## config.mk

```make
export PLATFORM = sky130hd
export DESIGN_NAME = acc_converter
export DESIGN_NICKNAME = d
export VERILOG_FILES = /design/src/hdl/acc_prescaler.v /design/src/hdl/acc_converter.v
export VERILOG_INCLUDE_DIRS = /design/src /design/src/hdl
export SDC_FILE = /design/constraint.sdc
export NUM_CORES = 1
export LEC_CHECK = 0
export BUFFER_PORTS_ARGS = -buffer_cell sky130_fd_sc_hd__buf_2
export CAP_MARGIN = 40
export CORE_UTILIZATION = 45
export DETAILED_ROUTE_END_ITERATION = 10
export HOLD_SLACK_MARGIN = 0.08
export PLACE_DENSITY = 0.82
export SLEW_MARGIN = 20
export SYNTH_ARGS = -nofsm -noshare
export SYNTH_HDL_FRONTEND = slang
export SYNTH_HIERARCHICAL = 1
export SYNTH_SLANG_ARGS = --single-unit
```

## constraint.sdc

```tcl
create_clock -name core_clk_in -period 5.8 [get_ports core_clk_in]
set_input_delay 0.87 -clock core_clk_in [delete_from_list [all_inputs] [get_ports core_clk_in]]
set_output_delay 0.87 -clock core_clk_in [all_outputs]
set_load 0.1 [all_outputs]
```

## src/hdl/acc_map.vh

```
`ifndef ACC_MAP_VH
`define ACC_MAP_VH

// Register indexes; byte address is four times the index
`define ACC_IDX_RES_LOW 8'h78
`define ACC_IDX_RES_HIGH 8'h79
`define ACC_IDX_CTRL 8'h7A
`define ACC_IDX_SEL 8'h7C

// Reset values
`define ACC_CTRL_RESET 8'h00
`define ACC_SEL_RESET 8'h00
`define ACC_RES_RESET 10'h000

// Control/status field positions
`define ACC_CTRL_EN 7
`define ACC_CTRL_START 6
`define ACC_CTRL_ATE 5
`define ACC_CTRL_FLAG 4
`define ACC_CTRL_IE 3
`define ACC_CTRL_PS_HI 2
`define ACC_CTRL_PS_LO 0

// Input select field positions
`define ACC_SEL_REF_HI 7
`define ACC_SEL_REF_LO 6
`define ACC_SEL_LA 5
`define ACC_SEL_CH_HI 4
`define ACC_SEL_CH_LO 0

// Conversion lengths in converter clock cycles
`define ACC_FIRST_CYCLES 5'h19
`define ACC_NORMAL_CYCLES 5'h0D

// Channel code landmarks
`define ACC_CH_DIFF_LO 5'h08
`define ACC_CH_DIFF_1X 5'h10
`define ACC_CH_DIFF_HI 5'h1D
`define ACC_CH_BANDGAP 5'h1E
`define ACC_CH_GROUND 5'h1F

// Gain codes on the front-end port
`define ACC_GAIN_1X 2'h0
`define ACC_GAIN_10X 2'h1
`define ACC_GAIN_200X 2'h2

// Differential full-scale codes
`define ACC_DIFF_POS_FS 10'h1FF
`define ACC_DIFF_NEG_FS 10'h200

// Reference codes
`define ACC_REF_EXTERNAL 2'h0

`endif

```

## src/hdl/acc_prescaler.v

```verilog
`timescale 1ns/1ps
`default_nettype none

module acc_prescaler
(
   input wire core_clk_in, // System clock
   input wire rst_in, // Synchronous reset, active high
   input wire run_in, // Count only while converting
   input wire [2:0] prescaler_in, // Division select
   output wire tick_out // One system cycle per converter clock
);

   reg [6:0] count_reg; // Divider count
   wire [6:0] mask; // Division factor minus one

   // Factors 2,2,4,8,...,128
   assign mask = (prescaler_in == 3'h0) ? 7'h01 :
      (7'h7F >> (3'h7 - prescaler_in));

   // Tick at the end of each divided period
   assign tick_out = run_in && (count_reg >= mask);

   // Counter restarts from zero at each conversion
   always @(posedge core_clk_in)
   begin
      if (rst_in || !run_in)
      begin
         count_reg <= 7'h00;
      end
      else if (count_reg >= mask)
      begin
         count_reg <= 7'h00;
      end
      else
      begin
         count_reg <= count_reg + 7'h01;
      end
   end

endmodule

`default_nettype wire

```

## src/hdl/acc_converter.v

```verilog
// Overview of operation
// - Differential results coded ten-bit two's complement
// - Reference change waits for conversion completion
// - Reference code: external, supply, 1.1V, 2.56V
// - Left-adjust bit selects result alignment
// - Alignment change applies immediately, always
// - Codes 0-7 single, 1E bandgap, 1F ground
// - Codes 08-0F gained pairs, 10-1D unity
// - Channel change waits for conversion completion
// - Enable bit turns converter on and off
// - Clearing enable aborts conversion, no result, except in its last cycle, when flag and result are still delivered
// - Input select register at 0x7C, reset zero
// - Control/status register at 0x7A, reset zero
// - First conversion 25 cycles, others 13
// - Flag sets on completion, cleared by ack/one
// - Prescaler divides system clock 2 to 128
// - Low byte read locks result until high
//
// Chosen here: the Wishbone slave port.
`timescale 1ns/1ps
`default_nettype none
`include "acc_map.vh"

module acc_converter
(
   input wire core_clk_in, // System clock, 40 MHz
   input wire rst_in, // Synchronous reset, active high
   input wire wb_cyc_in, // Wishbone cycle
   input wire wb_stb_in, // Wishbone strobe
   input wire wb_we_in, // Wishbone write enable
   input wire [9:0] wb_adr_in, // Wishbone byte address
   input wire [3:0] wb_sel_in, // Wishbone byte selects
   input wire [31:0] wb_dat_in, // Wishbone write data
   output reg [31:0] wb_dat_out, // Wishbone read data
   output reg wb_ack_out, // Wishbone acknowledge
   input wire trig_in, // Auto-trigger source, asynchronous
   input wire irq_ack_in, // Interrupt vector taken, pulse
   input wire [10:0] afe_code_in, // Signed raw code from front end
   output reg afe_enable_out, // Front end powered
   output reg afe_sample_out, // Sample pulse at conversion start
   output reg [1:0] reference_select_out, // Active reference code
   output reg internal_ref_on_out, // Internal reference running
   output reg diff_mode_out, // Differential pair selected
   output reg [2:0] pos_chan_out, // Positive or single input
   output reg [2:0] neg_chan_out, // Negative input
   output reg [1:0] gain_out, // Gain code
   output reg bandgap_sel_out, // Bandgap input selected
   output reg ground_sel_out, // Ground input selected
   output wire busy_out, // Conversion running
   output wire done_req_out // Completion interrupt request
);

   //------------------------------------------------------------
   // Declarations
   //------------------------------------------------------------
   localparam ST_IDLE = 1'b0; // No conversion
   localparam ST_CONV = 1'b1; // Conversion running
   localparam [7:0] RST_CTRL = `ACC_CTRL_RESET; // Control reset value
   localparam [7:0] RST_SEL = `ACC_SEL_RESET; // Select reset value

   reg state_reg; // Sequencer state
   reg enable_reg; // Converter enable
   reg auto_trig_reg; // Auto-trigger enable
   reg flag_reg; // Completion flag
   reg irq_en_reg; // Completion interrupt enable
   reg [2:0] prescaler_reg; // Prescaler select
   reg [1:0] ref_sel_reg; // Pending reference
   reg left_adj_reg; // Left-adjust result
   reg [4:0] chan_sel_reg; // Pending channel and gain
   reg [1:0] ref_act_reg; // Reference in use
   reg [4:0] chan_act_reg; // Channel in use
   reg first_reg; // Next conversion initialises
   reg [4:0] len_reg; // Length of running conversion
   reg [4:0] tick_cnt_reg; // Converter cycles elapsed
   reg [9:0] result_reg; // Latest delivered result
   reg lock_reg; // Result frozen after low byte read
   reg trig_meta_reg; // Trigger synchroniser stage one
   reg trig_sync_reg; // Trigger synchroniser stage two
   reg trig_last_reg; // Trigger for edge detection
   wire tick; // Converter clock tick
   wire bus_req; // Request present
   wire bus_take; // Request completes this edge
   wire bus_wr; // Write completes this edge
   wire bus_rd; // Read completes this edge
   wire [7:0] reg_idx; // Register index
   wire wr_ctrl; // Write to control/status
   wire wr_sel; // Write to input select
   wire enable_next; // Enable after this edge
   wire start_req; // Start wanted this edge
   wire conv_done; // Last cycle of conversion
   wire [15:0] data16; // Presented data register
   wire [7:0] ctrl_rd; // Control/status read value
   wire [7:0] sel_rd; // Input select read value
   wire [10:0] decoded; // Decoded channel selection

   //------------------------------------------------------------
   // Functions
   //------------------------------------------------------------
   // Channel decode: {diff, gain, pos, neg, bandgap, ground}
   function [10:0] acc_decode;
      input [4:0] ch;
      begin
         acc_decode = 11'h000;
         if (ch < `ACC_CH_DIFF_LO)
         begin
            acc_decode = {1'b0, `ACC_GAIN_1X, ch[2:0], 5'h00};
         end
         else if (ch < `ACC_CH_DIFF_1X)
         begin
            acc_decode = {1'b1,
               (ch[1] ? `ACC_GAIN_200X : `ACC_GAIN_10X),
               {1'b0, ch[2], ch[0]}, {1'b0, ch[2], 1'b0}, 2'h0};
         end
         else if (ch <= `ACC_CH_DIFF_HI)
         begin
            acc_decode = {1'b1, `ACC_GAIN_1X, ch[2:0],
               (ch[3] ? 3'h2 : 3'h1), 2'h0};
         end
         else if (ch == `ACC_CH_BANDGAP)
         begin
            acc_decode = 11'h002;
         end
         else
         begin
            acc_decode = 11'h001;
         end
      end
   endfunction

   // Clamp raw code into the delivered ten-bit coding
   function [9:0] acc_code;
      input diff;
      input [10:0] raw;
      begin
         acc_code = raw[9:0];
         if (diff)
         begin
            if (!raw[10] && raw[9])
            begin
               acc_code = `ACC_DIFF_POS_FS;
            end
            else if (raw[10] && !raw[9])
            begin
               acc_code = `ACC_DIFF_NEG_FS;
            end
         end
         else if (raw[10])
         begin
            acc_code = 10'h000;
         end
      end
   endfunction

   //------------------------------------------------------------
   // Bus decode
   //------------------------------------------------------------
   assign bus_req = wb_cyc_in && wb_stb_in;
   assign bus_take = bus_req && wb_ack_out;
   assign bus_wr = bus_take && wb_we_in && wb_sel_in[0];
   assign bus_rd = bus_take && !wb_we_in;
   assign reg_idx = wb_adr_in[9:2];
   assign wr_ctrl = bus_wr && (reg_idx == `ACC_IDX_CTRL);
   assign wr_sel = bus_wr && (reg_idx == `ACC_IDX_SEL);

   // Enable follows software writes
   assign enable_next = wr_ctrl ? wb_dat_in[`ACC_CTRL_EN] :
      enable_reg;

   // Start by software or by a trigger edge
   assign start_req = enable_next && (state_reg == ST_IDLE) &&
      ((wr_ctrl && wb_dat_in[`ACC_CTRL_START]) ||
      (auto_trig_reg && trig_sync_reg && !trig_last_reg));

   assign conv_done = (state_reg == ST_CONV) && tick &&
      (tick_cnt_reg == len_reg - 5'h01);

   // Alignment straight from the register bit
   assign data16 = left_adj_reg ? {result_reg, 6'h00} :
      {6'h00, result_reg};

   assign busy_out = (state_reg == ST_CONV);
   assign done_req_out = flag_reg && irq_en_reg;
   assign ctrl_rd = {enable_reg, busy_out, auto_trig_reg, flag_reg,
      irq_en_reg, prescaler_reg};
   assign sel_rd = {ref_sel_reg, left_adj_reg, chan_sel_reg};
   assign decoded = acc_decode(chan_act_reg);

   //------------------------------------------------------------
   // Converter clock divider
   //------------------------------------------------------------
   acc_prescaler u_prescaler
   (
      .core_clk_in(core_clk_in),
      .rst_in(rst_in),
      .run_in(state_reg == ST_CONV),
      .prescaler_in(prescaler_reg),
      .tick_out(tick)
   );

   //------------------------------------------------------------
   // Bus slave
   //------------------------------------------------------------
   // One wait state, ack for one cycle, zero for unmapped
   always @(posedge core_clk_in)
   begin
      if (rst_in)
      begin
         wb_ack_out <= 1'b0;
         wb_dat_out <= 32'h00000000;
      end
      else
      begin
         wb_ack_out <= bus_req && !wb_ack_out;
         if (reg_idx == `ACC_IDX_RES_LOW)
         begin
            wb_dat_out <= {24'h000000, data16[7:0]};
         end
         else if (reg_idx == `ACC_IDX_RES_HIGH)
         begin
            wb_dat_out <= {24'h000000, data16[15:8]};
         end
         else if (reg_idx == `ACC_IDX_CTRL)
         begin
            wb_dat_out <= {24'h000000, ctrl_rd};
         end
         else if (reg_idx == `ACC_IDX_SEL)
         begin
            wb_dat_out <= {24'h000000, sel_rd};
         end
         else
         begin
            wb_dat_out <= 32'h00000000;
         end
      end
   end

   //------------------------------------------------------------
   // Trigger synchroniser
   //------------------------------------------------------------
   always @(posedge core_clk_in)
   begin
      if (rst_in)
      begin
         trig_meta_reg <= 1'b0;
         trig_sync_reg <= 1'b0;
         trig_last_reg <= 1'b0;
      end
      else
      begin
         trig_meta_reg <= trig_in;
         trig_sync_reg <= trig_meta_reg;
         trig_last_reg <= trig_sync_reg;
      end
   end

   //------------------------------------------------------------
   // Registers written by software
   //------------------------------------------------------------
   always @(posedge core_clk_in)
   begin
      if (rst_in)
      begin
         {enable_reg, auto_trig_reg, irq_en_reg, prescaler_reg} <=
            {RST_CTRL[7], RST_CTRL[5], RST_CTRL[3],
            RST_CTRL[2:0]};
         {ref_sel_reg, left_adj_reg, chan_sel_reg} <=
            RST_SEL;
      end
      else
      begin
         enable_reg <= enable_next;
         if (wr_ctrl)
         begin
            auto_trig_reg <= wb_dat_in[`ACC_CTRL_ATE];
            irq_en_reg <= wb_dat_in[`ACC_CTRL_IE];
            prescaler_reg <=
               wb_dat_in[`ACC_CTRL_PS_HI:`ACC_CTRL_PS_LO];
         end
         if (wr_sel)
         begin
            ref_sel_reg <= wb_dat_in[`ACC_SEL_REF_HI:`ACC_SEL_REF_LO];
            left_adj_reg <= wb_dat_in[`ACC_SEL_LA];
            chan_sel_reg <= wb_dat_in[`ACC_SEL_CH_HI:`ACC_SEL_CH_LO];
         end
      end
   end

   //------------------------------------------------------------
   // Completion flag, set wins over clear
   //------------------------------------------------------------
   always @(posedge core_clk_in)
   begin
      if (rst_in)
      begin
         flag_reg <= RST_CTRL[4];
      end
      else if (conv_done)
      begin
         flag_reg <= 1'b1;
      end
      else if (irq_ack_in || (wr_ctrl && wb_dat_in[`ACC_CTRL_FLAG]))
      begin
         flag_reg <= 1'b0;
      end
   end

   //------------------------------------------------------------
   // Conversion sequencer
   //------------------------------------------------------------
   always @(posedge core_clk_in)
   begin
      if (rst_in)
      begin
         state_reg <= ST_IDLE;
         first_reg <= 1'b1;
         len_reg <= `ACC_NORMAL_CYCLES;
         tick_cnt_reg <= 5'h00;
         afe_sample_out <= 1'b0;
      end
      else
      begin
         afe_sample_out <= 1'b0;
         case (state_reg)
            ST_IDLE:
            begin
               tick_cnt_reg <= 5'h00;
               if (!enable_next)
               begin
                  first_reg <= 1'b1;
               end
               else if (start_req)
               begin
                  state_reg <= ST_CONV;
                  len_reg <= first_reg ? `ACC_FIRST_CYCLES :
                     `ACC_NORMAL_CYCLES;
                  first_reg <= 1'b0;
                  afe_sample_out <= 1'b1;
               end
            end
            ST_CONV:
            begin
               if (!enable_next)
               begin
                  state_reg <= ST_IDLE;
                  first_reg <= 1'b1;
               end
               else if (conv_done)
               begin
                  state_reg <= ST_IDLE;
               end
               else if (tick)
               begin
                  tick_cnt_reg <= tick_cnt_reg + 5'h01;
               end
            end
            default:
            begin
               state_reg <= ST_IDLE;
            end
         endcase
      end
   end

   //------------------------------------------------------------
   // Selections in use: frozen while converting
   //------------------------------------------------------------
   always @(posedge core_clk_in)
   begin
      if (rst_in)
      begin
         ref_act_reg <= RST_SEL[7:6];
         chan_act_reg <= RST_SEL[4:0];
      end
      else if (state_reg == ST_IDLE && !start_req)
      begin
         ref_act_reg <= ref_sel_reg;
         chan_act_reg <= chan_sel_reg;
      end
   end

   //------------------------------------------------------------
   // Result capture and read lock
   //------------------------------------------------------------
   always @(posedge core_clk_in)
   begin
      if (rst_in)
      begin
         result_reg <= `ACC_RES_RESET;
         lock_reg <= 1'b0;
      end
      else
      begin
         if (conv_done && !lock_reg)
         begin
            result_reg <= acc_code(decoded[10], afe_code_in);
         end
         if (bus_rd && reg_idx == `ACC_IDX_RES_HIGH)
         begin
            lock_reg <= 1'b0;
         end
         else if (bus_rd && reg_idx == `ACC_IDX_RES_LOW)
         begin
            lock_reg <= 1'b1;
         end
      end
   end

   //------------------------------------------------------------
   // Front-end control outputs
   //------------------------------------------------------------
   always @(posedge core_clk_in)
   begin
      if (rst_in)
      begin
         afe_enable_out <= 1'b0;
         reference_select_out <= `ACC_REF_EXTERNAL;
         internal_ref_on_out <= 1'b0;
         {diff_mode_out, gain_out, pos_chan_out, neg_chan_out,
            bandgap_sel_out, ground_sel_out} <= 11'h000;
      end
      else
      begin
         afe_enable_out <= enable_reg;
         reference_select_out <= ref_act_reg;
         internal_ref_on_out <= (ref_act_reg != `ACC_REF_EXTERNAL);
         {diff_mode_out, gain_out, pos_chan_out, neg_chan_out,
            bandgap_sel_out, ground_sel_out} <= decoded;
      end
   end

endmodule

`default_nettype wire

```

==> run_results.csv, run 1 <==
group,metric,value,unit
timing,skew,6.898,ps
drt,wl,7387,um
synthesis,yosysSeqAreaShare,43.18,%
clocking,cts_made_buffers,9,
critical_path,reg2regPathDepth,10,
power_and_ir_drop,power.internal,739.4,uW
critical_path,crit_path_end_kind,"register",
clocking,clock-sinks,76,
power_and_ir_drop,p_leak,1.656,nW
timing,fin_ws,2423,ps
global_route,grt_antenna_before_repair,0,
clocking,cts_root_buf,"clkbuf_8",
critical_path,cp-start-kind,"register",
power_and_ir_drop,p_switching,276.4,uW
floorplanning,rows,31,
drt,drtIter0Drc,136,
synthesis,synth.distinct_cells,55,
hold_path,hold_start,"trig_meta_reg$_SDFF_PP0_",
global_route,gr-total-overflow,0,
status,status,"completed",
clocking,clk_latency,350,ps
clocking,clockBufferDepth,2,
clocking,cts_post_setup_buffers_inserted,0,
synthesis,netlist_area,3523,um2
clocking,postCtsHoldBufs,0,
critical_path,rr_startpoint,"prescaler_reg[2]$_SDFFE_PP0N_",
timing,fmax,296.1,MHz
hold_path,min_path_type,"register to register",
timing,finalCritPeriodShare,58.23,%
global_route,grtUsageTotal,18.89,%
clocking,clkTransAtPathRegs,70,ps
synthesis,synth_top_cell_by_area,"dfxtp_1",
synthesis,synth_area_per_cell,9.272,um2
place,dp_hpwl,5309,um
synthesis,ys.flop_type,"dfxtp_1",
synthesis,synth_area_leaders,"dfxtp_1 (43%), mux2i_1 (7.7%), buf_4 (5.3%)",
place,place.gp.congestion,0.8296,
floorplanning,start_util,47.56,%
clocking,cts_tree,"yes",
clocking,ctsResizeCount,0,
cells_and_area,syn2layout_area_growth,13.74,%
cells_and_area,multiInputGateArea,1790,um2
timing,period_minus_slack,3377,ps
drt,routedWlPerCell,13.60,um
power_and_ir_drop,power_frac_comb,11.0,%
drt,ant_nets,0,
drt,viasPerCell,5.203,
hold_path,hold_depth,1,
floorplanning,pin_count,115,
power_and_ir_drop,seqPwrFrac,51.5,%
place,dp_slack,2397,ps
drt,drt-pass1-iter-count,4,
synthesis,ys_warn_count,6,
cells_and_area,layout.area.seq,1521,um2
power_and_ir_drop,vdd_drop_max,0.0001175,V
timing,worst_pin_slew,727.4,ps
cells_and_area,drive_gt1_share,19.14,%
floorplanning,die_w,90.49,um
power_and_ir_drop,powerDensity,253.5,nW/um2
timing,setup_tns,0,ps
timing,slew_viol_final,0,
critical_path,crit_path_max_fanout,9,
critical_path,path_class,"register to register",
synthesis,yosys.area.top_type_share,43.18,%
cells_and_area,fin_nets,514,
synthesis,synth_cells,380,
cells_and_area,largest_reg_flops,10,
cells_and_area,fill_cells,663,
timing,setup_violations,0,
synthesis,postSynth.asyncResetShare,0,%
floorplanning,die_h,90.49,um
synthesis,synth-edff-count,0,
power_and_ir_drop,p_clk_share,37.5,%
critical_path,arrival,3610,ps
global_route,grt_max_degree,57,
timing,rsz0062_at_grt,"false",
clocking,htree_levels,3,
global_route,grt_pass1_vias,2546,
power_and_ir_drop,sw_frac_of_total,27.21,%
timing,maxSlewHeadroom,51.06,%
synthesis,ys_seq_elements,76,
timing,hold_viol,0,
critical_path,r2r_slack,2420,ps
drt,vias,2825,
floorplanning,dieArea,8188,um2
flow_run,maxCapViolations,0,
critical_path,r2r-end,"result_reg[8]$_SDFFE_PP0P_",
drt,drc_errors,0,
critical_path,cp.required,6030,ps
cells_and_area,antenna_cells,0,
global_route,grt_pass1_wl,12150,um
floorplanning,core-area,7408,um2
hold_path,hold_end,"trig_sync_reg$_SDFF_PP0_",
place,io_buffers,60,
## power groups by stage
stage / Clock, mW / Combinational (mW) / Sequential [mW]
after floorplan: 0 / 0.101 / 0.537
after global placement: 0 / 0.109 / 0.535
after detailed placement: 0 / 0.110 / 0.535
after CTS: 0.390 / 0.110 / 0.523
after global routing: 0.420 / 0.117 / 0.523
final: 0.381 / 0.112 / 0.523
## worst max path at each step
stage / cells past startpoint / start / to
2_1_floorplan: 10 / prescaler_reg[2]$_SDFFE_PP0N_ / result_reg[0]$_SDFFE_PP0P_
3_3_place_gp: 10 / prescaler_reg[2]$_SDFFE_PP0N_ / result_reg[7]$_SDFFE_PP0P_
3_5_place_dp: 10 / prescaler_reg[2]$_SDFFE_PP0N_ / result_reg[8]$_SDFFE_PP0P_
4_1_cts: 10 / prescaler_reg[2]$_SDFFE_PP0N_ / result_reg[8]$_SDFFE_PP0P_
5_1_grt: 10 / prescaler_reg[2]$_SDFFE_PP0N_ / result_reg[8]$_SDFFE_PP0P_
6_report: 10 / prescaler_reg[2]$_SDFFE_PP0N_ / result_reg[8]$_SDFFE_PP0P_
## final cells by class
class / count / area share, %
Multi-Input combinational cell: 276 / 44.68
Sequential cell: 76 / 37.96
Timing Repair Buffer: 64 / 8.367
Clock buffer: 14 / 4.558
Tap cell: 99 / 3.091
Inverter: 13 / 1.218
Clock inverter: 1 / 0.1249
## cell usage after synthesis, drive strengths merged, types with 2 or more instances
| cell type | number |
|---|---|
| nor3b | 2 |
| nand2 | 19 |
| a31oi | 2 |
| a21oi | 6 |
| a2bb2oi | 2 |
| buf | 28 |
| a221o | 2 |
| o22ai | 2 |
| nor3 | 12 |
| o211ai | 2 |
| or4 | 2 |
| dfxtp | 76 |
| and3 | 4 |
| clkbuf | 11 |
| inv | 13 |
| o2bb2ai | 12 |
| conb | 2 |
| xor2 | 6 |
| o31ai | 4 |
| nand4 | 4 |
| ha | 10 |
| nor2b | 8 |
| nor4 | 3 |
| o21a | 2 |
| a211oi | 3 |
| and2 | 3 |
| nand3 | 7 |
| nand2b | 18 |
| nor2 | 45 |
| a21boi | 4 |
| nor4b | 2 |
| a22oi | 10 |
| o21ai | 9 |
| and4b | 4 |
| mux2i | 27 |
## placed cells by master, fill, tap and decap left out, types with 7 or more instances in the layout
master,n
clkbuf_8,13
nand2b_1,18
nand2_1,19
buf_2,61
nor2b_1,8
a22oi_1,10
ha_1,10
o2bb2ai_1,12
nor3_1,12
mux2i_1,27
conb_1,26
nor2_1,44
inv_1,13
o21ai_0,9
dfxtp_1,76
nand3_1,7
## per-stage QoR
step           power [mW]  area (um2)  hold WS, ps  std cells  util [%]
2_1_floorplan      0.6386        3613        412.6        404         -
3_3_place_gp       0.6439        3785        428.9        524     51.09
3_5_place_dp       0.6448        3790        440.5        525     51.16
4_1_cts             1.023        3978        452.4        540     53.69
5_1_grt             1.059        4008        475.3        543     54.10
6_report            1.016        4008        455.4        543     54.10
## worst max-delay path: stages, from the launching register on
cell,delay (ps)
dfxtp_1,450
o21ai_0,140
ha_1,320
nand4_1,110
o31ai_2,610
and2_1,320
nand2_1,80
nor4_1,570
nor2b_1,290
nor2_1,200
o2bb2ai_1,170
## routing by layer
layer	routed length, um	track usage [%]	share of wire [%]	vias up
met3	455	6.145	6.2	9
met5	0	0	0	-
li1	-	-	-	1410
met2	3444	30.81	47	108
met4	98	5.914	1.3	0
met1	3389	23.53	46	1298
## cell families (layout without fill, tap and decap cells)
logic type	count (synthesis)	count (layout)	synth area share (%)
multiplexers	28	28	7.990
AND/OR/NAND/NOR	139	139	20.60
flip-flops	76	76	43.18
AO/OA/AOI/OAI	66	66	13.99
adder cells (fa/ha/maj)	10	10	3.551
XOR/XNOR	7	7	1.740
buffers and inverters	52	92	8.736
other	2	26	0.2131
Note: power is estimated with default switching activity, not from simulation.
==> inputs of run 2 (changes only) <==
- ABC_AREA: unset -> 1
- PLACE_DENSITY: 0.82 -> 0.84
- clock period: 5.8 -> 3.1 ns (I/O delays scaled with it)
==> run 2 against run 1 <==
Compared with the run above: design area grew 4.4%; register-to-register slack lost 1700 ps; routed wire length grew 8.6%; fmax grew 40%; clock-buffer cell count shrank 3; clock skew grew 9.3 ps; sequential power grew 87%; largest cell class unchanged; worst setup slack lost 1700 ps; flip-flop and latch count is the same; synthesized area grew 4.7%; total power grew 95%; utilization shrank 0.78 points.
==> run_results.csv, run 2 <==
group,metric,value,unit
status,status,"completed",
timing,rsz0062_at_grt,"false",
floorplanning,die_h,92.55,um
floorplanning,start_util,47.02,%
timing,fmax,415.0,MHz
clocking,cts_made_buffers,9,
cells_and_area,fin_util,53.32,%
cells_and_area,final_cell_mix,"nand2_1 (95), dfxtp_1 (76), buf_2 (60), inv_1 (58), nor2_1 (55)",
clocking,cts_post_setup_buffers_inserted,0,
synthesis,synth.distinct_cells,35,
floorplanning,dieArea,8566,um2
synthesis,ys_warn_count,6,
synthesis,synth-edff-count,0,
critical_path,crit_path_max_fanout,8,
place,dp_hpwl,5854,um
timing,fin_ws,690.1,ps
place,io_buffers,60,
place,dp_slack,718.5,ps
cells_and_area,drive_gt1_share,18.89,%
timing,period_minus_slack,2410,ps
synthesis,ys.flop_type,"dfxtp_1",
floorplanning,pin_count,115,
critical_path,cp_slowest_cell,"dfxtp_1",
clocking,clock-sinks,76,
critical_path,cp-start-kind,"register",
cells_and_area,syn2layout_area_growth,13.39,%
global_route,grt_antenna_before_repair,0,
synthesis,yosysSeqAreaShare,41.23,%
clocking,ctsResizeCount,0,
drt,wl,8020,um
critical_path,arrival,2670,ps
drt,drc_errors,0,
drt,ant_nets,0,
cells_and_area,fill_cells,773,
timing,maxSlewHeadroom,52.03,%
floorplanning,die_w,92.55,um
synthesis,netlist_area,3690,um2
synthesis,yosys.area.top_type_share,41.23,%
clocking,clockBufferDepth,2,
global_route,grt_pass1_vias,2984,
global_route,gr-total-overflow,0,
flow_run,maxCapViolations,0,
critical_path,reg2regPathDepth,13,
clocking,cts_root_buf,"clkbuf_8",
timing,hold_viol,0,
floorplanning,rows,32,
timing,setup_violations,0,
power_and_ir_drop,p_leak,1.889,nW
power_and_ir_drop,powerDensity,473.3,nW/um2
synthesis,ys_seq_elements,76,
clocking,clkTransAtPathRegs,80,ps
cells_and_area,largest_reg_flops,10,
drt,vias,3303,
critical_path,r2r_slack,690,ps
timing,slew_viol_final,0,
clocking,cts_tree,"yes",
clocking,clk_latency,370,ps
hold_path,hold_depth,3,
critical_path,cp_cell_sequence,"nand3_1 -> ha_1 -> nand2_1 -> nor2_1 -> nand2_1 -> a21oi_1 -> inv_1 -> nor2_1 -> nand2_4 -> nor2_1 -> nand2_1 -> nand2_1 -> nor2_1",
drt,routedWlPerCell,12.10,um
cells_and_area,antenna_cells,0,
timing,worst_pin_slew,715.1,ps
drt,viasPerCell,4.982,
synthesis,synth_cells,497,
clocking,postCtsHoldBufs,0,
place,place.gp.congestion,0.8838,
synthesis,synth_commonest_cells,"nand2_1 (95), dfxtp_1 (76), inv_1 (58)",
synthesis,synth_top_cell_by_area,"dfxtp_1",
synthesis,postSynth.asyncResetShare,0,%
timing,skew,16.22,ps
global_route,grt_pass1_wl,13660,um
critical_path,crit_path_end_kind,"register",
power_and_ir_drop,vdd_drop_max,0.0002334,V
synthesis,synth.most_common_cell,"nand2_1",
critical_path,path_class,"register to register",
critical_path,cp.required,3360,ps
critical_path,rr_startpoint,"prescaler_reg[2]$_SDFFE_PP0N_",
critical_path,r2r-end,"tick_cnt_reg[3]$_SDFFE_PP0P_",
timing,setup_tns,0,ps
timing,finalCritPeriodShare,77.74,%
global_route,grtUsageTotal,20.48,%
floorplanning,core-area,7848,um2
synthesis,synth_area_leaders,"dfxtp_1 (41%), nand2_1 (9.7%), a21oi_1 (6.4%)",
cells_and_area,layout_commonest_cell,"nand2_1",
hold_path,hold_start,"trig_in",
hold_path,hold_end,"trig_meta_reg$_SDFF_PP0_",
drt,drt-pass1-iter-count,5,
drt,drtIter0Drc,179,
hold_path,min_path_type,"primary input to register",
critical_path,slowest_delay,480,ps
global_route,grt_max_degree,35,
clocking,htree_levels,3,
synthesis,synth_area_per_cell,7.424,um2
cells_and_area,fin_nets,630,
## run 2: kinds of logic (layout without fill, tap and decap cells)
family	Yosys count	after routing	synth area share (%)
fa+ha+maj	10	10	3.391
compound gates	91	91	13.29
flops	76	76	41.23
buf+inv	99	139	12.89
simple gates	214	214	27.81
other cells	2	26	0.2035
xor+xnor	5	5	1.187
## run 2: power breakdown
part | switching, mW | internal, mW
clock | 0.377 | 0.417
combinational | 0.181 | 0.0271
sequential | 0.000812 | 0.977
## run 2: stage by stage
| step | instance area (um2) | instances | power [mW] | hold WS [ps] |
|---|---|---|---|---|
| 6_report | 4184 | 663 | 1.980 | 310.0 |
| 5_1_grt | 4184 | 663 | 2.048 | 337.6 |
| 4_1_cts | 4184 | 663 | 1.990 | 299.5 |
| 3_5_place_dp | 3973 | 647 | 1.208 | 397.8 |
| 3_3_place_gp | 3973 | 647 | 1.205 | 392.1 |
| 2_1_floorplan | 3780 | 521 | 1.198 | 388.3 |
## run 2: layer usage
layer / vias up / GRT usage (%) / routed length, um
met5: - / 0 / 0
met4: 0 / 8.984 / 229
met3: 20 / 5.583 / 554
met2: 137 / 33.64 / 3755
met1: 1486 / 24.99 / 3480
li1: 1660 / - / -
## run 2: worst max-delay path by stage
stage,start,end,depth (start not counted)
6_report,prescaler_reg[2]$_SDFFE_PP0N_,tick_cnt_reg[3]$_SDFFE_PP0P_,13
5_1_grt,prescaler_reg[2]$_SDFFE_PP0N_,tick_cnt_reg[3]$_SDFFE_PP0P_,13
4_1_cts,prescaler_reg[2]$_SDFFE_PP0N_,tick_cnt_reg[4]$_SDFFE_PP0P_,12
3_5_place_dp,prescaler_reg[2]$_SDFFE_PP0N_,tick_cnt_reg[3]$_SDFFE_PP0P_,13
3_3_place_gp,prescaler_reg[2]$_SDFFE_PP0N_,tick_cnt_reg[4]$_SDFFE_PP0P_,13
2_1_floorplan,busy_out$_SDFF_PP0_,tick_cnt_reg[3]$_SDFFE_PP0P_,9
## run 2: critical path: cells and delay by family, from the launching register on
family | cells | cell delay (ps)
simple gates | 10 | 1100
flops | 1 | 480
fa+ha+maj | 1 | 330
compound gates | 1 | 330
buf+inv | 1 | 70
## run 2: area by class of cell
| class | instances | area, um2 | area share (%) |
|---|---|---|---|
| Clock inverter | 5 | 60.06 | 1.435 |
| Inverter | 62 | 232.7 | 5.562 |
| Clock buffer | 11 | 151.4 | 3.618 |
| Multi-Input combinational cell | 346 | 1783 | 42.61 |
| Sequential cell | 76 | 1521 | 36.36 |
| Tap cell | 102 | 127.6 | 3.050 |
| Timing Repair Buffer | 61 | 307.8 | 7.356 |
